[config.mk]
export PLATFORM = sky130hd
export DESIGN_NAME = t16cc_timer
export DESIGN_NICKNAME = d
export VERILOG_FILES = /design/src/hdl/t16cc_pkg.sv /design/src/hdl/t16cc_pin_sync.sv /design/src/hdl/t16cc_timer.sv
export SDC_FILE = /design/constraint.sdc
export NUM_CORES = 1
export LEC_CHECK = 0
export BUFFER_PORTS_ARGS = -buffer_cell sky130_fd_sc_hd__buf_2
export CAP_MARGIN = 20
export CORE_MARGIN = 1.5
export CORE_UTILIZATION = 45
export DETAILED_ROUTE_END_ITERATION = 12
export PLACE_DENSITY = 0.69
export SYNTH_ARGS = -nofsm -noshare
export SYNTH_HDL_FRONTEND = slang
export SYNTH_SLANG_ARGS = --single-unit
export TNS_END_PERCENT = 10
[constraint.sdc]
create_clock -name pclk -period 3.1 [get_ports pclk]
set_clock_uncertainty 0.05 [all_clocks]
set_input_delay 0.62 -clock pclk [delete_from_list [all_inputs] [get_ports pclk]]
set_output_delay 0.62 -clock pclk [all_outputs]
set_load 0.02 [all_outputs]
[src/hdl/t16cc_pkg.sv]
// constants, field layouts and state types of the 16-bit capture/compare timer
// assumes a byte-wide register map reached over a 32-bit apb slave, one word per register
package t16cc_pkg;

  // register byte addresses
  localparam logic [7:0] ADDR_CTRL_ONE = 8'h00;
  localparam logic [7:0] ADDR_CTRL_TWO = 8'h04;
  localparam logic [7:0] ADDR_STATUS = 8'h08;
  localparam logic [7:0] ADDR_CAP_HI0 = 8'h0c;
  localparam logic [7:0] ADDR_CAP_LO0 = 8'h10;
  localparam logic [7:0] ADDR_CMP_HI0 = 8'h14;
  localparam logic [7:0] ADDR_CMP_LO0 = 8'h18;
  localparam logic [7:0] ADDR_CAP_HI1 = 8'h1c;
  localparam logic [7:0] ADDR_CAP_LO1 = 8'h20;
  localparam logic [7:0] ADDR_CMP_HI1 = 8'h24;
  localparam logic [7:0] ADDR_CMP_LO1 = 8'h28;
  localparam logic [7:0] ADDR_CNT_HI = 8'h2c;
  localparam logic [7:0] ADDR_CNT_LO = 8'h30;
  localparam logic [7:0] ADDR_ALT_HI = 8'h34;
  localparam logic [7:0] ADDR_ALT_LO = 8'h38;

  // control register one fields
  localparam int C1_CAP_IE = 7;
  localparam int C1_CMP_IE = 6;
  localparam int C1_OVF_IE = 5;
  localparam int C1_CMP_LVL1 = 2;
  localparam int C1_CAP_EDGE0 = 1;
  localparam int C1_CMP_LVL0 = 0;
  // control register two fields
  localparam int C2_CMP_PEN0 = 7;
  localparam int C2_CMP_PEN1 = 6;
  localparam int C2_CLK_HI = 3;
  localparam int C2_CLK_LO = 2;
  localparam int C2_CAP_EDGE1 = 1;
  localparam int C2_EXT_EDGE = 0;
  // status register fields
  localparam int ST_CAP0 = 7;
  localparam int ST_CMP0 = 6;
  localparam int ST_OVF = 5;
  localparam int ST_CAP1 = 4;
  localparam int ST_CMP1 = 3;

  // clock select codes
  localparam logic [1:0] CLK_DIV4 = 2'h0;
  localparam logic [1:0] CLK_DIV2 = 2'h1;
  localparam logic [1:0] CLK_DIV8 = 2'h2;
  localparam logic [1:0] CLK_EXT = 2'h3;
  // prescaler terminal counts, one less than the divide ratio
  localparam logic [2:0] PRESC_END2 = 3'h1;
  localparam logic [2:0] PRESC_END4 = 3'h3;
  localparam logic [2:0] PRESC_END8 = 3'h7;

  // reset and reload values
  localparam logic [15:0] COUNT_RELOAD = 16'hfffc;
  localparam logic [15:0] COUNT_MAX = 16'hffff;
  localparam logic [15:0] CMP_RESET = 16'h8000;
  localparam logic [7:0] CTRL_RESET = 8'h00;

  // synchronised pins: bit 0 external clock, bits 1..2 capture pins
  localparam int PIN_COUNT = 3;
  localparam int PIN_EXT = 0;
  localparam int PIN_CAP0 = 1;

  // pin synchroniser state
  typedef struct packed {
    logic [PIN_COUNT-1:0] s1;
    logic [PIN_COUNT-1:0] s2;
    logic [PIN_COUNT-1:0] s3;
    logic [PIN_COUNT-1:0] stable;
  } t16cc_sync_t;

  // whole timer state
  typedef struct packed {
    logic [15:0] count;
    logic [2:0] presc;
    logic [7:0] ctrl1;
    logic [7:0] ctrl2;
    logic ovf_flag;
    logic ovf_arm;
    logic [1:0] cap_flag;
    logic [1:0] cap_arm;
    logic [1:0] cap_block;
    logic [1:0][15:0] cap_val;
    logic [1:0] cmp_flag;
    logic [1:0] cmp_arm;
    logic [1:0] cmp_hold;
    logic [1:0][15:0] cmp_val;
    logic [1:0] cmp_pin;
    logic lo_frozen;
    logic [7:0] lo_latch;
    logic [15:0] snap;
    logic [7:0] rdata;
  } t16cc_state_t;

endpackage

[src/hdl/t16cc_pin_sync.sv]
// three-stage synchroniser with edge pulses for the timer's pins
// assumes asynchronous pins; an edge counts once stages two and three agree
`timescale 1ns/10ps
module t16cc_pin_sync (
  // clock and reset
  input wire logic pclk,
  input wire logic presetn,
  // raw pins
  input wire logic [t16cc_pkg::PIN_COUNT-1:0] pin,
  // one-cycle edge pulses on the pclk domain
  output logic [t16cc_pkg::PIN_COUNT-1:0] rise,
  output logic [t16cc_pkg::PIN_COUNT-1:0] fall
);

  t16cc_pkg::t16cc_sync_t st;
  t16cc_pkg::t16cc_sync_t next_st;

  // per pin: a change is accepted only when s2 and s3 agree, filtering one-cycle glitches
  genvar g;
  generate
    for (g = 0; g < t16cc_pkg::PIN_COUNT; g++) begin : g_pin
      assign rise[g] = (st.s2[g] == st.s3[g]) && st.s3[g] && !st.stable[g];
      assign fall[g] = (st.s2[g] == st.s3[g]) && !st.s3[g] && st.stable[g];
    end
  endgenerate

  // shift chain; s1 feeds only s2
  always_comb begin
    next_st = st;
    next_st.s1 = pin;
    next_st.s2 = st.s1;
    next_st.s3 = st.s2;
    // hold while stages two and three disagree, follow them once they agree
    next_st.stable = (st.stable & (st.s2 ^ st.s3)) | (st.s3 & ~(st.s2 ^ st.s3));
  end

  always_ff @(posedge pclk or negedge presetn) begin
    if (!presetn) begin
      st <= '0;
    end else begin
      st <= next_st;
    end
  end

endmodule

[src/hdl/t16cc_timer.sv]
// 16-bit free-running timer with two input captures and two output compares
// assumes an apb master on pclk, asynchronous pins, and a cpu interrupt mask level input
//
// Design decisions made here: the APB interface to the registers and the address map.
`timescale 1ns/10ps
module t16cc_timer (
  // clock and reset
  input wire logic pclk,
  input wire logic presetn,
  // apb slave
  input wire logic psel,
  input wire logic penable,
  input wire logic pwrite,
  input wire logic [7:0] paddr,
  input wire logic [31:0] pwdata,
  input wire logic [3:0] pstrb,
  output logic [31:0] prdata,
  output logic pready,
  output logic pslverr,
  // cpu side levels
  input wire logic cpu_irq_mask,
  input wire logic halt_mode,
  output logic timer_irq,
  // pins
  input wire logic ext_count_input,
  input wire logic [1:0] capture_pin,
  output logic [1:0] compare_pin,
  output logic [1:0] compare_pin_oe
);

  t16cc_pkg::t16cc_state_t st;
  t16cc_pkg::t16cc_state_t next_st;

  logic [t16cc_pkg::PIN_COUNT-1:0] pin_rise;
  logic [t16cc_pkg::PIN_COUNT-1:0] pin_fall;
  logic [1:0] clk_sel;
  logic [2:0] presc_end;
  logic tick;
  logic [15:0] count_inc;
  logic [1:0] cap_edge_sel;
  logic [1:0] cap_event;
  logic [1:0] cmp_lvl;
  logic [1:0] cmp_pen;
  logic [1:0] cmp_match;
  logic setup;
  logic acc_rd;
  logic acc_wr;
  logic mapped;
  logic [7:0] rd_mux;

  // capture pins are always watched, whatever the port direction elsewhere
  t16cc_pin_sync u_sync (
    .pclk(pclk),
    .presetn(presetn),
    .pin({capture_pin, ext_count_input}),
    .rise(pin_rise),
    .fall(pin_fall)
  );

  // control fields
  assign clk_sel = {st.ctrl2[t16cc_pkg::C2_CLK_HI], st.ctrl2[t16cc_pkg::C2_CLK_LO]};
  assign cap_edge_sel = {st.ctrl2[t16cc_pkg::C2_CAP_EDGE1], st.ctrl1[t16cc_pkg::C1_CAP_EDGE0]};
  assign cmp_lvl = {st.ctrl1[t16cc_pkg::C1_CMP_LVL1], st.ctrl1[t16cc_pkg::C1_CMP_LVL0]};
  assign cmp_pen = {st.ctrl2[t16cc_pkg::C2_CMP_PEN1], st.ctrl2[t16cc_pkg::C2_CMP_PEN0]};

  // prescaler terminal count for the chosen internal divide
  always_comb begin
    if (clk_sel == t16cc_pkg::CLK_DIV2) begin
      presc_end = t16cc_pkg::PRESC_END2;
    end else if (clk_sel == t16cc_pkg::CLK_DIV8) begin
      presc_end = t16cc_pkg::PRESC_END8;
    end else begin
      presc_end = t16cc_pkg::PRESC_END4;
    end
  end

  // timer tick: internal divide or a synchronised external edge; halt stops both
  always_comb begin
    if (halt_mode) begin
      tick = 1'b0;
    end else if (clk_sel == t16cc_pkg::CLK_EXT) begin
      // edge already resampled onto pclk, so the count never sees the raw pin
      tick = st.ctrl2[t16cc_pkg::C2_EXT_EDGE] ? pin_rise[t16cc_pkg::PIN_EXT]
                                               : pin_fall[t16cc_pkg::PIN_EXT];
    end else begin
      tick = (st.presc == presc_end);
    end
  end

  assign count_inc = st.count + 16'h0001;

  // capture events per channel with polarity select
  genvar g;
  generate
    for (g = 0; g < 2; g++) begin : g_chan
      assign cap_event[g] = cap_edge_sel[g] ? pin_rise[t16cc_pkg::PIN_CAP0 + g]
                                             : pin_fall[t16cc_pkg::PIN_CAP0 + g];
      // divide by two matches the new count; slower clocks match one count later
      assign cmp_match[g] = tick && !st.cmp_hold[g] &&
                            ((clk_sel == t16cc_pkg::CLK_DIV2) ? (count_inc == st.cmp_val[g])
                                                              : (st.count == st.cmp_val[g]));
    end
  endgenerate

  // apb phases
  assign setup = psel && !penable;
  assign acc_rd = psel && penable && !pwrite;
  assign acc_wr = psel && penable && pwrite && pstrb[0];

  // read mux and address map; unmapped addresses answer with an error
  always_comb begin
    mapped = 1'b1;
    rd_mux = 8'h00;
    if (paddr == t16cc_pkg::ADDR_CTRL_ONE) begin
      rd_mux = st.ctrl1;
    end else if (paddr == t16cc_pkg::ADDR_CTRL_TWO) begin
      rd_mux = st.ctrl2;
    end else if (paddr == t16cc_pkg::ADDR_STATUS) begin
      rd_mux[t16cc_pkg::ST_CAP0] = st.cap_flag[0];
      rd_mux[t16cc_pkg::ST_CMP0] = st.cmp_flag[0];
      rd_mux[t16cc_pkg::ST_OVF] = st.ovf_flag;
      rd_mux[t16cc_pkg::ST_CAP1] = st.cap_flag[1];
      rd_mux[t16cc_pkg::ST_CMP1] = st.cmp_flag[1];
    end else if (paddr == t16cc_pkg::ADDR_CAP_HI0) begin
      rd_mux = st.cap_val[0][15:8];
    end else if (paddr == t16cc_pkg::ADDR_CAP_LO0) begin
      rd_mux = st.cap_val[0][7:0];
    end else if (paddr == t16cc_pkg::ADDR_CMP_HI0) begin
      rd_mux = st.cmp_val[0][15:8];
    end else if (paddr == t16cc_pkg::ADDR_CMP_LO0) begin
      rd_mux = st.cmp_val[0][7:0];
    end else if (paddr == t16cc_pkg::ADDR_CAP_HI1) begin
      rd_mux = st.cap_val[1][15:8];
    end else if (paddr == t16cc_pkg::ADDR_CAP_LO1) begin
      rd_mux = st.cap_val[1][7:0];
    end else if (paddr == t16cc_pkg::ADDR_CMP_HI1) begin
      rd_mux = st.cmp_val[1][15:8];
    end else if (paddr == t16cc_pkg::ADDR_CMP_LO1) begin
      rd_mux = st.cmp_val[1][7:0];
    end else if (paddr == t16cc_pkg::ADDR_CNT_HI || paddr == t16cc_pkg::ADDR_ALT_HI) begin
      rd_mux = st.count[15:8];
    end else if (paddr == t16cc_pkg::ADDR_CNT_LO || paddr == t16cc_pkg::ADDR_ALT_LO) begin
      rd_mux = st.lo_frozen ? st.lo_latch : st.count[7:0];
    end else begin
      mapped = 1'b0;
    end
  end

  // next state: bus side effects first, hardware sets last so a set beats a clear
  always_comb begin
    next_st = st;
    // prescaler runs whenever not halted; the external clock select holds it at zero
    if (!halt_mode) begin
      next_st.presc = (tick || clk_sel == t16cc_pkg::CLK_EXT) ? 3'h0 : st.presc + 3'h1;
    end
    if (tick) begin
      next_st.count = count_inc;
    end

    // read data is sampled in the setup cycle, with a snapshot of the whole count
    if (setup) begin
      next_st.rdata = mapped ? rd_mux : 8'h00;
      next_st.snap = st.count;
    end

    // status read arms only the flags its setup-cycle image showed set;
    // a flag rising during the access is not armed, so it cannot be cleared unseen
    if (acc_rd && paddr == t16cc_pkg::ADDR_STATUS) begin
      next_st.ovf_arm = st.ovf_arm | st.rdata[t16cc_pkg::ST_OVF];
      next_st.cap_arm = st.cap_arm |
                        {st.rdata[t16cc_pkg::ST_CAP1], st.rdata[t16cc_pkg::ST_CAP0]};
      next_st.cmp_arm = st.cmp_arm |
                        {st.rdata[t16cc_pkg::ST_CMP1], st.rdata[t16cc_pkg::ST_CMP0]};
    end

    // counter bytes: the high read freezes the low byte unless already frozen
    if (acc_rd && (paddr == t16cc_pkg::ADDR_CNT_HI || paddr == t16cc_pkg::ADDR_ALT_HI)) begin
      if (!st.lo_frozen) begin
        next_st.lo_frozen = 1'b1;
        next_st.lo_latch = st.snap[7:0];
      end
    end
    if (acc_rd && (paddr == t16cc_pkg::ADDR_CNT_LO || paddr == t16cc_pkg::ADDR_ALT_LO)) begin
      next_st.lo_frozen = 1'b0;
    end
    if (acc_wr && (paddr == t16cc_pkg::ADDR_CNT_LO || paddr == t16cc_pkg::ADDR_ALT_LO)) begin
      next_st.count = t16cc_pkg::COUNT_RELOAD;
      next_st.presc = 3'h0;
    end
    // only the main low byte completes an overflow clear; the alternate one never does
    if ((acc_rd || acc_wr) && paddr == t16cc_pkg::ADDR_CNT_LO && st.ovf_arm) begin
      next_st.ovf_flag = 1'b0;
      next_st.ovf_arm = 1'b0;
    end

    // control writes
    if (acc_wr && paddr == t16cc_pkg::ADDR_CTRL_ONE) begin
      next_st.ctrl1 = pwdata[7:0];
    end
    if (acc_wr && paddr == t16cc_pkg::ADDR_CTRL_TWO) begin
      next_st.ctrl2 = pwdata[7:0];
    end

    // capture channel 0 byte accesses
    if (acc_rd && paddr == t16cc_pkg::ADDR_CAP_HI0) begin
      next_st.cap_block[0] = 1'b1;
    end
    if (acc_rd && paddr == t16cc_pkg::ADDR_CAP_LO0) begin
      next_st.cap_block[0] = 1'b0;
    end
    if ((acc_rd || acc_wr) && paddr == t16cc_pkg::ADDR_CAP_LO0 && st.cap_arm[0]) begin
      next_st.cap_flag[0] = 1'b0;
      next_st.cap_arm[0] = 1'b0;
    end
    // capture channel 1 byte accesses
    if (acc_rd && paddr == t16cc_pkg::ADDR_CAP_HI1) begin
      next_st.cap_block[1] = 1'b1;
    end
    if (acc_rd && paddr == t16cc_pkg::ADDR_CAP_LO1) begin
      next_st.cap_block[1] = 1'b0;
    end
    if ((acc_rd || acc_wr) && paddr == t16cc_pkg::ADDR_CAP_LO1 && st.cap_arm[1]) begin
      next_st.cap_flag[1] = 1'b0;
      next_st.cap_arm[1] = 1'b0;
    end

    // compare channel 0: high write holds compares off until the low write
    if (acc_wr && paddr == t16cc_pkg::ADDR_CMP_HI0) begin
      next_st.cmp_val[0][15:8] = pwdata[7:0];
      next_st.cmp_hold[0] = 1'b1;
    end
    if (acc_wr && paddr == t16cc_pkg::ADDR_CMP_LO0) begin
      next_st.cmp_val[0][7:0] = pwdata[7:0];
      next_st.cmp_hold[0] = 1'b0;
    end
    if ((acc_rd || acc_wr) && paddr == t16cc_pkg::ADDR_CMP_LO0 && st.cmp_arm[0]) begin
      next_st.cmp_flag[0] = 1'b0;
      next_st.cmp_arm[0] = 1'b0;
    end
    // compare channel 1
    if (acc_wr && paddr == t16cc_pkg::ADDR_CMP_HI1) begin
      next_st.cmp_val[1][15:8] = pwdata[7:0];
      next_st.cmp_hold[1] = 1'b1;
    end
    if (acc_wr && paddr == t16cc_pkg::ADDR_CMP_LO1) begin
      next_st.cmp_val[1][7:0] = pwdata[7:0];
      next_st.cmp_hold[1] = 1'b0;
    end
    if ((acc_rd || acc_wr) && paddr == t16cc_pkg::ADDR_CMP_LO1 && st.cmp_arm[1]) begin
      next_st.cmp_flag[1] = 1'b0;
      next_st.cmp_arm[1] = 1'b0;
    end

    // hardware sets, applied last so they win over any clear in the same cycle
    if (tick && st.count == t16cc_pkg::COUNT_MAX) begin
      next_st.ovf_flag = 1'b1;
    end
    for (int i = 0; i < 2; i++) begin
      // a blocked channel neither loads nor flags, so the pair being read stays coherent
      if (cap_event[i] && !st.cap_block[i]) begin
        next_st.cap_val[i] = st.count;
        next_st.cap_flag[i] = 1'b1;
      end
      if (cmp_match[i]) begin
        next_st.cmp_flag[i] = 1'b1;
        if (cmp_pen[i]) begin
          next_st.cmp_pin[i] = cmp_lvl[i];
        end
      end
    end
  end

  // one register for the whole state; compares and the counter have their own reset values
  always_ff @(posedge pclk or negedge presetn) begin
    if (!presetn) begin
      st <= '0;
      st.count <= t16cc_pkg::COUNT_RELOAD;
      st.ctrl1 <= t16cc_pkg::CTRL_RESET;
      st.ctrl2 <= t16cc_pkg::CTRL_RESET;
      st.cmp_val[0] <= t16cc_pkg::CMP_RESET;
      st.cmp_val[1] <= t16cc_pkg::CMP_RESET;
      st.cmp_pin <= 2'h0;
    end else begin
      st <= next_st;
    end
  end

  // one merged request line; each source gated by its enable and by the cpu mask
  assign timer_irq = !cpu_irq_mask &&
                     ((st.ovf_flag && st.ctrl1[t16cc_pkg::C1_OVF_IE]) ||
                      ((|st.cap_flag) && st.ctrl1[t16cc_pkg::C1_CAP_IE]) ||
                      ((|st.cmp_flag) && st.ctrl1[t16cc_pkg::C1_CMP_IE]));

  // pins: without the pin enable the pin is left to general i/o
  assign compare_pin = st.cmp_pin;
  assign compare_pin_oe = cmp_pen;

  // zero-wait slave: data was registered in the setup cycle
  assign prdata = {24'h000000, st.rdata};
  assign pready = 1'b1;
  assign pslverr = psel && penable && !mapped;

endmodule

==> results of run 1 <==
[flip-flops by register name, summed over array words and instances, names as in the netlist, named ones only]
name and cells:
cmp_lvl 2, prdata 8, compare_pin 2, u_sync.next_st 6, cap_edge_sel 2, compare_pin_oe 2
u_sync.st 3, st 122, clk_sel 2
[power groups by stage]
| stage | sequential [uW] | clock (uW) | combinational (uW) |
|---|---|---|---|
| finish | 2280 | 2280 | 835 |
| global placement | 2300 | 0 | 810 |
| detailed placement | 2300 | 0 | 828 |
| global route | 2290 | 2410 | 914 |
| CTS | 2270 | 2310 | 832 |
| floorplan | 2250 | 0 | 549 |
[per-stage QoR]
step	cell area, sq um	instances	setup slack, ns	util [%]	hold WS (ns)
2_1_floorplan	8660	859	0.147	-	0.274
3_3_place_gp	9240	1124	0.0981	49.4	0.283
3_5_place_dp	9240	1124	0.0711	49.4	0.287
4_1_cts	9900	1156	0.0516	52.9	0.102
5_1_grt	9910	1156	0.0142	53.0	0.119
6_report	9910	1156	0.106	53.0	0.0802
[synth_stat cells, types with 5 or more instances]
| cell type | instances | share of area (%) |
|---|---|---|
| nor2_1 | 37 | 1.6 |
| clkbuf_1 | 29 | 1.3 |
| nor2b_1 | 7 | 0.51 |
| nor3_1 | 17 | 0.99 |
| inv_1 | 20 | 0.88 |
| a221oi_1 | 8 | 0.82 |
| a22oi_1 | 6 | 0.53 |
| o22ai_1 | 5 | 0.36 |
| nand3_1 | 21 | 1.2 |
| xnor2_1 | 29 | 3.0 |
| a32oi_1 | 5 | 0.51 |
| mux2_2 | 104 | 14 |
| mux2i_1 | 8 | 0.93 |
| buf_4 | 40 | 3.5 |
| xor2_1 | 27 | 2.8 |
| nor4_1 | 8 | 0.58 |
| buf_2 | 8 | 0.47 |
| o21ai_0 | 43 | 2.5 |
| nand2_1 | 84 | 3.7 |
| a21oi_1 | 36 | 2.1 |
| a21o_1 | 6 | 0.53 |
| nand2b_1 | 8 | 0.58 |
| dfrtp_1 | 136 | 40 |
| dfstp_2 | 16 | 4.9 |
| nand4_1 | 13 | 0.95 |
| and3_1 | 7 | 0.51 |
| or3_1 | 8 | 0.58 |
| ha_1 | 8 | 1.2 |
[cell type report]
cell class | instances | share of cell area (%)
multi-input cells | 607 | 43.5
well taps | 234 | 2.95
flip-flops and latches | 152 | 38.6
clock buffers | 22 | 4.98
clock inverters | 10 | 1.64
inverters | 20 | 0.757
repair buffers | 111 | 7.58
[per-layer routing]
layer  share of wire, %  track usage [%]
met1                 42             36.3
met2                 45             39.9
met3                9.4             6.39
met4                3.7             12.2
met5                  0                0
[worst max-delay path, delay by kind of cell (launching register included)]
family	cells	cell delay [ns]
AO/OA/AOI/OAI	3	0.83
buffers and inverters	1	0.19
flip-flops	1	0.53
multiplexers	1	0.35
AND/OR/NAND/NOR	3	0.92
[cells by family after synthesis]
kind of cell	Yosys count
XOR/XNOR	56
AND/OR/NAND/NOR	238
adder cells (fa/ha/maj)	8
multiplexers	113
other	2
buffers and inverters	100
flip-flops	152
AO/OA/AOI/OAI	167
[cell usage in the layout (no fill, tap or decap), types with 27 or more instances in the layout]
cell / Yosys / final
xor2_1: 27 / 27
dfrtp_1: 136 / 136
nor2_1: 37 / 37
nand2_1: 84 / 84
xnor2_1: 29 / 29
buf_4: 40 / 70
o21ai_0: 43 / 43
a21oi_1: 36 / 36
mux2_2: 104 / 104
buf_2: 8 / 39
[timing repair]
item	CTS	global route
hold buffers	0	0
endpoints found under the setup margin	0	2
resized for setup	0	4
[worst paths after layout]
| path | slack, ns | cells after the start | endpoint | startpoint |
|---|---|---|---|---|
| worst max-delay path | 0.11 | 8 | compare_pin[1]$_DFFE_PN0P_ | st[136]$_DFFE_PN1P_ |
| worst min-delay path | 0.08 | 1 | u_sync.st[4]$_DFF_PN0_ | presetn |
| worst max register to register | 0.11 | 8 | compare_pin[1]$_DFFE_PN0P_ | st[136]$_DFFE_PN1P_ |
| worst min register to register | 0.30 | 0 | u_sync.next_st[3]$_DFF_PN0_ | u_sync.next_st[6]$_DFF_PN0_ |
| max in group asynchronous | 2.13 | 2 | st[27]$_DFFE_PN0P_ | presetn |
| min in group pclk | 0.24 | 1 | u_sync.next_st[6]$_DFF_PN0_ | ext_count_input |
==> summary.txt, run 1 <==
Outcome
  – Status: finished clean

Cells and area
  – Nets@finish: between 900 and 1000
  – Filler cells: 1653
  – Register area: 0.00382 sq mm
  – Layout cell share with drive strength beyond 1: 30.4%
  – Syn-to-layout area delta: 15.7%
  – Diode count: 0
  – Multi-input gate area: 0.00431 sq mm

Power
  – Design Power: about 5400 uW
  – Sw Pwr: 1440 uW
  – Sequential power share: 42.2%
  – Switch share: between 20% and 30%
  – P per Cell Area: 544 mW/mm^2
  – Internal cell power: roughly 4000 uW
  – Clk network pwr share: 42.3%
  – IR Drop Worst-Case VDD: 0.400 mV
  – Logic gate share of total power: 15.5%
  – Pleak: about 0.0045 uW

Critical path
  – Critical-path top delay cell: or4_4
  – WS Path Type: flip-flop to flip-flop
  – CP peak stage delay: 0.58 ns
  – Element type at the critical path end: flip-flop
  – CP cell instances: buf_4 -> nand4_1 -> o311ai_1 -> o2111ai_1 -> a2111o_1 -> or4_4 -> nor4_4 -> mux2_1
  – CP Data Arrival Time: about 3.3 ns
  – Worst EP required: 3.36 ns
  – Crit start category: flip-flop
  – CP max FO: 11

Floorplanning
  – Full die area: 0.0199 sq mm
  – Io pins: 93
  – Core area: 0.0187 sq mm
  – Die W: 141 um
  – Die Height: 141 um
  – Row Count: 50
  – Initial Util: 45.8%

Clock tree
  – CTS buffer count: 17
  – Post-CTS Setup Repair Bufs: 0
  – Clk root buf: clkbuf_16
  – Bufs on Longest Clock Path: 2
  – Clock transition at path regs: 0.06 ns
  – Worst skew pair latency: approximately 0.43 ns
  – H-tree depth: 4
  – CTS tree: yes
  – Clock sink count: approximately 150

Detailed routing
  – Drt pass-1 iters: 5
  – Post-DR vias/cell: 6.08
  – Routed len/inst: 21.9 um
  – Final wirelength: between 20000 and 30000 um
  – ANT nets after route: 0
  – Via Count: 7030
  – Drt drc: 0
  – Initial drt markers: 771

STA
  – Slew Viols, Final: 0
  – Slew headroom: 55.7%
  – Unrepaired setup endpoints after global routing: false
  – Hold Fails Final Rpt: 0
  – Setup Viol. Count Final: 0
  – Sum of negative setup slack: 0 ns
  – Worst-Margin Slew: 0.662 ns
  – Fmax achieved: 334 MHz
  – Fin crit share: 96.6%
  – Period minus WS final: 2.99 ns

GRT
  – Tot GR Track Use: 26.5%
  – Grt total ovfl: 0
  – Number of global-route vias before repair: around 6800
  – Initial antenna violation count: 0
  – Pin count of the biggest net entering global routing: between 50 and 60
  – First-pass GRT wire length: 39000 um

Logic synthesis
  – Count of different cell masters after synthesis: 70
  – Post-Synth Simple-Gate Area: between 10% and 20%
  – Xor/xnor share of the synthesized area: 5.72%
  – Main combinational cell family by area after synthesis: multiplexers
  – Adder-cell area share of the yosys netlist: 1.17%
  – Ys Warns: 0
  – Syn Std Cell Area: 0.00857 sq mm
  – Post-Syn Instances: around 840
  – Post-synth EDFFs: 0
  – Post-synth ARST share: between 90% and 100%
  – #FFs+latches synth: 152
  – Synthesized area per cell: slightly above 10 sq um
  – Ys flop type: dfrtp_1
  – Multiplexer area fraction after synthesis: between 10 and 15%
  – Register area share after synthesis: 44.6%
  – Compound-cell area share of the yosys netlist: 13.3%

Flow run
  – Max-cap check violation count: 0

Placement
  – Gpl congestion: 1.00
  – Detail Placement HPWL: 18800 um
  – IO buf count: 40

Min path
  – Worst hold-check path type: primary input to asynchronous set/reset pin
(Power assumes the default switching activity.)
==> inputs of run 2 (changes only) <==
Settings changed: ABC_AREA set to 1.
==> run 2 against run 1 <==
Against the previous run:
- critical path depth increased by 2
- via count increased by 11%
- critical path type is now primary input to output port
- critical endpoint is now pslverr
- power increased by 19%
- die area decreased by 0.45%
==> summary.txt, run 2 <==
Outcome
  – Status: finished clean

STA
  – Fmax achieved: 362 MHz (+8.4%)
  – Setup Viol. Count Final: 0 (unchanged)
  – Worst-Margin Slew: 0.752 ns (+0.0897 ns)
  – Hold Fails Final Rpt: 0 (unchanged)
  – Period minus WS final: 2.76 ns (-0.232 ns)
  – Unrepaired setup endpoints after global routing: false
  – Slew headroom: 49.8% (-5.9 points)
  – Fin crit share: 89.1% (-7.5 points)
  – Sum of negative setup slack: 0 ns (unchanged)
  – Slew Viols, Final: 0 (unchanged)

Clock tree
  – CTS buffer count: 17 (unchanged)
  – Resized cells post-CTS: 0 (unchanged)
  – Clock sink count: 152 (unchanged)
  – Bufs on Longest Clock Path: 2 (unchanged)
  – Post-CTS Setup Repair Bufs: 0 (unchanged)
  – Hold_buf cts: 0 (unchanged)
  – Clk root buf: clkbuf_16
  – CTS tree: yes
  – Worst skew pair latency: 0.44 ns (about the same)
  – H-tree depth: 4 (unchanged)
  – Clock transition at path regs: 0.07 ns (about the same)

Min path
  – Worst hold-check path type: primary input to asynchronous set/reset pin

Floorplanning
  – Row Count: 50 (unchanged)
  – Die W: 141 um (-0.23%)
  – Io pins: 93 (unchanged)
  – Full die area: 0.0198 sq mm (-0.45%)
  – Die Height: 141 um (-0.23%)
  – Core area: 0.0186 sq mm (-0.33%)
  – Initial Util: 45.8% (-0.061 points)

Critical path
  – Crit start category: primary input
  – Element type at the critical path end: output port
  – R2r worst-path depth: 13 (+5)
  – Worst setup path start: paddr[0]
  – RR Startpoint: st[132]$_DFFE_PN0P_
  – CP Capture Point: pslverr
  – CP Data Arrival Time: 2.09 ns (-1.16 ns)
  – R2R Path End: st[72]$_DFFE_PN0P_
  – WS Path Type: primary input to output port
  – CP max FO: 10 (-1)
  – Worst EP required: 2.43 ns (-0.93 ns)
  – Reg-to-reg slack, setup: 0.70 ns (+0.59 ns)

Cells and area
  – Register area: 0.00382 sq mm (unchanged)
  – Most frequent cells in the layout: 348 x nand2_1, 136 x dfrtp_1, 120 x inv_1, 104 x o21ai_0, 64 x nor2_1
  – Diode count: 0 (unchanged)
  – Layout cell share with drive strength beyond 1: 13.9% (-16 points)
  – Syn-to-layout area delta: 9.93%
  – Filler cells: 1815 (+9.8%)
  – Max reg flops: 122 (unchanged)
  – Final core utilization: 50.3% (-2.7 points)
  – Nets@finish: 1223 (+26%)
  – Multi-input gate area: 0.00389 sq mm (-9.8%)
  – Commonest non-fill, non-tap cell in the layout: nand2_1
  – Register with the highest flop count: st

Placement
  – Detail Placement HPWL: 18500 um (-1.4%)
  – Gpl congestion: 1.02 (+1.7%)
  – IO buf count: 40 (unchanged)

Detailed routing
  – Routed len/inst: 17.8 um (-19%)
  – Drt pass-1 iters: 6 (+1)
  – Post-DR vias/cell: 5.52 (-9.2%)
  – Initial drt markers: 893 (+16%)
  – Via Count: 7779 (+11%)
  – ANT nets after route: 0 (unchanged)
  – Final wirelength: 25000 um (-1.3%)
  – Drt drc: 0 (unchanged)

Power
  – IR Drop Worst-Case VDD: 0.404 mV (+0.92%)
  – Pleak: 0.00466 uW (+2.5%)
  – P per Cell Area: 683 mW/mm^2 (+25%)

Logic synthesis
  – Commonest cells post-synth: 348 x nand2_1, 136 x dfrtp_1, 120 x inv_1
  – Top cells by area, synth: dfrtp_1 40%, nand2_1 15%, o21ai_0 6.1%
  – Synthesized area per cell: 7.56 sq um (-26%)
  – Post-Syn Instances: 1128 (+35%)
  – Most frequent cell after synthesis: nand2_1
  – Count of different cell masters after synthesis: 46 (-34%)
  – Ys Warns: 0 (unchanged)
  – Syn Std Cell Area: 0.00853 sq mm (-0.47%)
  – Post-synth EDFFs: 0 (unchanged)
  – Register area share after synthesis: 44.8% (+0.21 points)
  – #FFs+latches synth: 152 (unchanged)
  – Share of the synthesized area in the top cell type: 39.9% (+0.19 points)
  – Ys flop type: dfrtp_1
  – Area leader, netlist: dfrtp_1
  – Post-synth ARST share: 100% (unchanged)

GRT
  – Pin count of the biggest net entering global routing: 67 (+24%)
  – Tot GR Track Use: 26.2% (-0.28 points)
  – Number of global-route vias before repair: 7160 (+6.0%)
  – Grt total ovfl: 0 (unchanged)
  – Initial antenna violation count: 0 (unchanged)
  – First-pass GRT wire length: 39200 um (+0.30%)

Flow run
  – Max-cap check violation count: 0 (unchanged)
## run 2: changes by cell type in the layout (fill, tap and decap cells not counted), sizes merged, moves of 44 or more
| cell | previous run | this run |
|---|---|---|
| nand2 | 84 | 364 |
| inv | 21 | 135 |
| mux2 | 105 | 8 |
| o21ai | 43 | 121 |
| buf | 111 | 54 |
| nand3 | 21 | 68 |
| nor2 | 37 | 81 |
## run 2: how the worst min path moves through the flow
stage,start,endpoint,slack [ns],depth (start not counted)
final,presetn,u_sync.st[3]$_DFF_PN0_,0.10,1
after global routing,presetn,u_sync.st[3]$_DFF_PN0_,0.16,1
after CTS,presetn,u_sync.next_st[6]$_DFF_PN0_,0.14,1
after detailed placement,u_sync.next_st[7]$_DFF_PN0_,u_sync.next_st[4]$_DFF_PN0_,0.29,0
after global placement,u_sync.next_st[6]$_DFF_PN0_,u_sync.next_st[3]$_DFF_PN0_,0.29,0
after floorplan,presetn,asynchronous set/reset pin,0.27,0
## run 2: cells by family after synthesis
kind of cell               after synthesis  share of synthesized area [%]
AOI/OAI and AO/OA                      199                           12.7
xor gates and xnor gates                 4                          0.411
adders and majority gates                8                           1.17
buffers and inverters                  192                           10.6
DFF                                    152                           44.8
muxes                                    9                           1.17
other                                    2                         0.0880
and+or+nand+nor                        562                           29.1
## run 2: power by group
group          internal [uW]  switching [uW]
registers               2390             334
logic                    527            1180
clock network           1040             925
total                   3960            2440
## run 2: through the flow
| stage | cell area, sq um | power (uW) | worst slack, ns | hold WS, ns | instances |
|---|---|---|---|---|---|
| finish | 9380 | 6400 | 0.338 | 0.102 | 1408 |
| global route | 9380 | 6770 | 0.198 | 0.161 | 1408 |
| CTS | 9380 | 6410 | 0.354 | 0.141 | 1408 |
| detailed placement | 8830 | 4430 | 0.359 | 0.286 | 1376 |
| global placement | 8830 | 4380 | 0.388 | 0.285 | 1376 |
| floorplan | 8620 | 3910 | 0.683 | 0.274 | 1151 |
## run 2: worst max-delay path, cell delays in order
cell     delay [ns]
buf_2          0.12
nor2_1         0.06
nand2_1        0.17
nor2_1         0.09
inv_2          0.19
nor2_1         0.09
nor4_1         0.24
nand4_1        0.21
nor2_1         0.14
buf_2          0.17
## run 2: layout make-up
class	count	area share [%]
Timing Repair Buffer	54	3.59
Sequential cell	152	40.8
Tap cell	234	3.12
Inverter	129	5.16
Multi-Input combinational cell	807	41.5
Clock inverter	14	1.27
Clock buffer	18	4.58
## run 2: layer usage
| metal | routed length [um] | global-route usage [%] |
|---|---|---|
| met5 | 0 | 0 |
| met4 | 707 | 8.72 |
| met3 | 2120 | 4.14 |
| met2 | 11200 | 41.3 |
| met1 | 11000 | 37.1 |
==> inputs of run 3 (changes only) <==
Settings changed: ABC_AREA 1 to unset, CORE_ASPECT_RATIO set to 1.5.
==> run 3 against run 2 <==
Against the previous run:
- final area increased by 6.0%
- routed wire length increased by 3.9%
- sequential cell count unchanged
- maximum frequency decreased by 6.7%
- combinational power decreased by 50%
- critical path depth decreased by 3
- clock power increased by 10%
- power decreased by 17%
- cell count decreased by 16%
- non-clock buffer count increased by 59
==> summary.txt, run 3 (synthesis results as in run 1) <==
Critical path
  – Element type at the critical path end: flip-flop
  – R2R Path End: compare_pin[1]$_DFFE_PN0P_
  – CP cell instances: nand2b_1 -> o311ai_0 -> o2111ai_1 -> a2111o_1 -> or4_4 -> nor4_4 -> mux2_1
  – Crit start category: flip-flop
  – RR Startpoint: clk_sel[1]$_DFFE_PN0P_
  – WS Path Type: flip-flop to flip-flop
  – CP Data Arrival Time: 3.23 ns (+1.14 ns)
  – Reg-to-reg slack, setup: 0.14 ns (-0.56 ns)
  – Critical-path top delay cell: or4_4
  – CP delay by family, top: simple AND/OR/NAND/NOR gates
  – CP peak stage delay: 0.60 ns (+0.36 ns)
  – WP buf/inv: 0 (-3)
  – CP max FO: 6 (-4)
  – Worst EP required: 3.37 ns (+0.94 ns)
  – R2r worst-path depth: 7 (-6)

Power
  – Sw Pwr: 1540 uW (-37%)
  – Switch share: 29.0% (-9.1 points)
  – IR Drop Worst-Case VDD: 0.405 mV (+0.29%)
  – Sequential power share: 43.0% (+0.4 points)
  – Clk network pwr share: 41.0% (+10 points)
  – Internal cell power: 3760 uW (-5.1%)
  – Logic gate share of total power: 16.0% (-11 points)
  – Pleak: 0.00454 uW (-2.5%)
  – P per Cell Area: 533 mW/mm^2 (-22%)

Floorplanning
  – Die Height: 172 um (+22%)
  – Full die area: 0.0199 sq mm (+0.54%)
  – Row Count: 61 (+22%)
  – Die W: 116 um (-18%)
  – Core area: 0.0186 sq mm (-0.11%)
  – Initial Util: 46.0% (+0.26 points)
  – Io pins: 93 (unchanged)

STA
  – Setup Viol. Count Final: 0 (unchanged)
  – Slew Viols, Final: 0 (unchanged)
  – Fmax achieved: 338 MHz (-6.7%)
  – Slew headroom: 54.2% (+4.4 points)
  – Hold Fails Final Rpt: 0 (unchanged)
  – Setup WS post-layout: 0.141 ns (-0.198 ns)
  – Unrepaired setup endpoints after global routing: false
  – Worst-Margin Slew: 0.687 ns (-0.0654 ns)
  – Sum of negative setup slack: 0 ns (unchanged)
  – Period minus WS final: 2.96 ns (+0.198 ns)
  – Fin crit share: 95.5% (+6.4 points)

Detailed routing
  – Via Count: 6936 (-11%)
  – ANT nets after route: 0 (unchanged)
  – Drt drc: 0 (unchanged)
  – Routed len/inst: 22.1 um (+24%)
  – Highest metal layer with signal wires: met4
  – Initial drt markers: 586 (-34%)
  – DR WL met2: 12400 um (+11%)
  – Final wirelength: 26000 um (+3.9%)
  – Drt pass-1 iters: 5 (-1)
  – DRT met1 WL: 9950 um (-9.7%)
  – Post-DR vias/cell: 5.90 (+6.8%)
  – WL met3: 1360 um (-36%)

Clock tree
  – CTS tree: yes
  – Clock transition at path regs: 0.07 ns (about the same)
  – Bufs on Longest Clock Path: 2 (unchanged)
  – Post-CTS Setup Repair Bufs: 0 (unchanged)
  – Worst skew pair latency: 0.44 ns (about the same)
  – H-tree depth: 4 (unchanged)
  – CTS buffer count: 17 (unchanged)
  – Clk root buf: clkbuf_16
  – Clock sink count: 152 (unchanged)

GRT
  – Number of global-route vias before repair: 7052 (-1.5%)
  – Initial antenna violation count: 0 (unchanged)
  – Pin count of the biggest net entering global routing: 53 (-21%)
  – Grt total ovfl: 0 (unchanged)
  – Tot GR Track Use: 27.4% (+1.1 points)
  – First-pass GRT wire length: 39700 um (+1.4%)

Cells and area
  – Layout cell share with drive strength beyond 1: 30.5% (+17 points)
  – Commonest non-fill, non-tap cell in the layout: dfrtp_1
  – Syn-to-layout area delta: 15.9%
  – Register with the highest flop count: st
  – Max reg flops: 122 (unchanged)
  – Diode count: 0 (unchanged)
  – Nets@finish: 973 (-20%)
  – Filler cells: 1700 (-6.3%)
  – Most frequent cells in the layout: 136 x dfrtp_1, 104 x mux2_2, 84 x nand2_1, 70 x buf_4, 43 x o21ai_0

Placement
  – DP Worst Slack: 0.109 ns (-0.249 ns)
  – Detail Placement HPWL: 19400 um (+4.6%)
  – Gpl congestion: 0.955 (-6.1%)
  – IO buf count: 40 (unchanged)

Flow run
  – Max-cap check violation count: 0 (unchanged)

Min path
  – Worst hold-check path type: primary input to asynchronous set/reset pin

Outcome
  – Status: finished clean
-- run 3: changes by cell type in the layout (fill, tap and decap cells not counted), moves of 9 or more --
cell / before / now
buf_4: 12 / 70
a21oi_1: 48 / 36
nor2_1: 64 / 37
xnor2_1: 1 / 29
mux2_2: 2 / 104
nand3_1: 60 / 20
nor2_2: 10 / 0
o21ai_0: 104 / 43
nand2_2: 15 / 0
inv_2: 9 / 0
nand2_1: 348 / 84
inv_1: 120 / 20
xor2_1: 3 / 27
o21ai_1: 13 / 0
-- run 3: layout make-up --
cell class	count	area (sq um)	share of cell area, %
Sequential cell	152	3820	38.5
Inverter	20	75.1	0.755
Multi-Input combinational cell	607	4320	43.4
Timing Repair Buffer	113	792	7.97
Clock inverter	14	176	1.78
Clock buffer	18	439	4.42
Tap cell	252	315	3.17
-- run 3: worst max-delay path by stage --
stage          slack, ns                    endpoint              startpoint  cells after the start
6_report            0.14  compare_pin[1]$_DFFE_PN0P_  clk_sel[1]$_DFFE_PN0P_                      7
5_1_grt             0.01  compare_pin[1]$_DFFE_PN0P_     st[132]$_DFFE_PN0P_                      8
4_1_cts              0.1  compare_pin[1]$_DFFE_PN0P_     st[132]$_DFFE_PN0P_                      8
3_5_place_dp        0.11  compare_pin[1]$_DFFE_PN0P_     st[132]$_DFFE_PN0P_                      9
3_3_place_gp        0.13  compare_pin[1]$_DFFE_PN0P_     st[134]$_DFFE_PN1P_                      7
2_1_floorplan       0.15  compare_pin[1]$_DFFE_PN0P_     st[139]$_DFFE_PN1P_                      9
-- run 3: per-layer routing --
layer | vias up | track usage, %
met5 | - | 0
met3 | 118 | 4.98
met4 | 0 | 21.2
met1 | 3350 | 32.1
li1 | 3130 | -
met2 | 338 | 44.1
-- run 3: power by group through the flow --
stage	clock [uW]	combinational (uW)	sequential (uW)
6_report	2170	848	2280
5_1_grt	2280	920	2300
4_1_cts	2200	845	2270
3_5_place_dp	0	839	2310
3_3_place_gp	0	829	2300
2_1_floorplan	0	549	2250
-- run 3: repair_timing --
| action | 4_1_cts | 5_1_grt |
|---|---|---|
| setup endpoints to repair | 0 | 2 |
| hold buffers | 0 | 0 |
| resized for setup | 0 | 3 |
| hold endpoints to repair | 0 | 0 |
-- run 3: metrics by stage --
step,total power [uW],cells,utilization [%],cell area (sq um),hold WS [ns]
after detailed placement,3150,1144,50.0,9300,0.289
after floorplan,2800,859,-,8660,0.274
after global placement,3130,1144,50.0,9300,0.282
after global routing,5500,1176,53.4,9940,0.105
final,5300,1176,53.4,9940,0.0777
after CTS,5320,1176,53.3,9920,0.0902
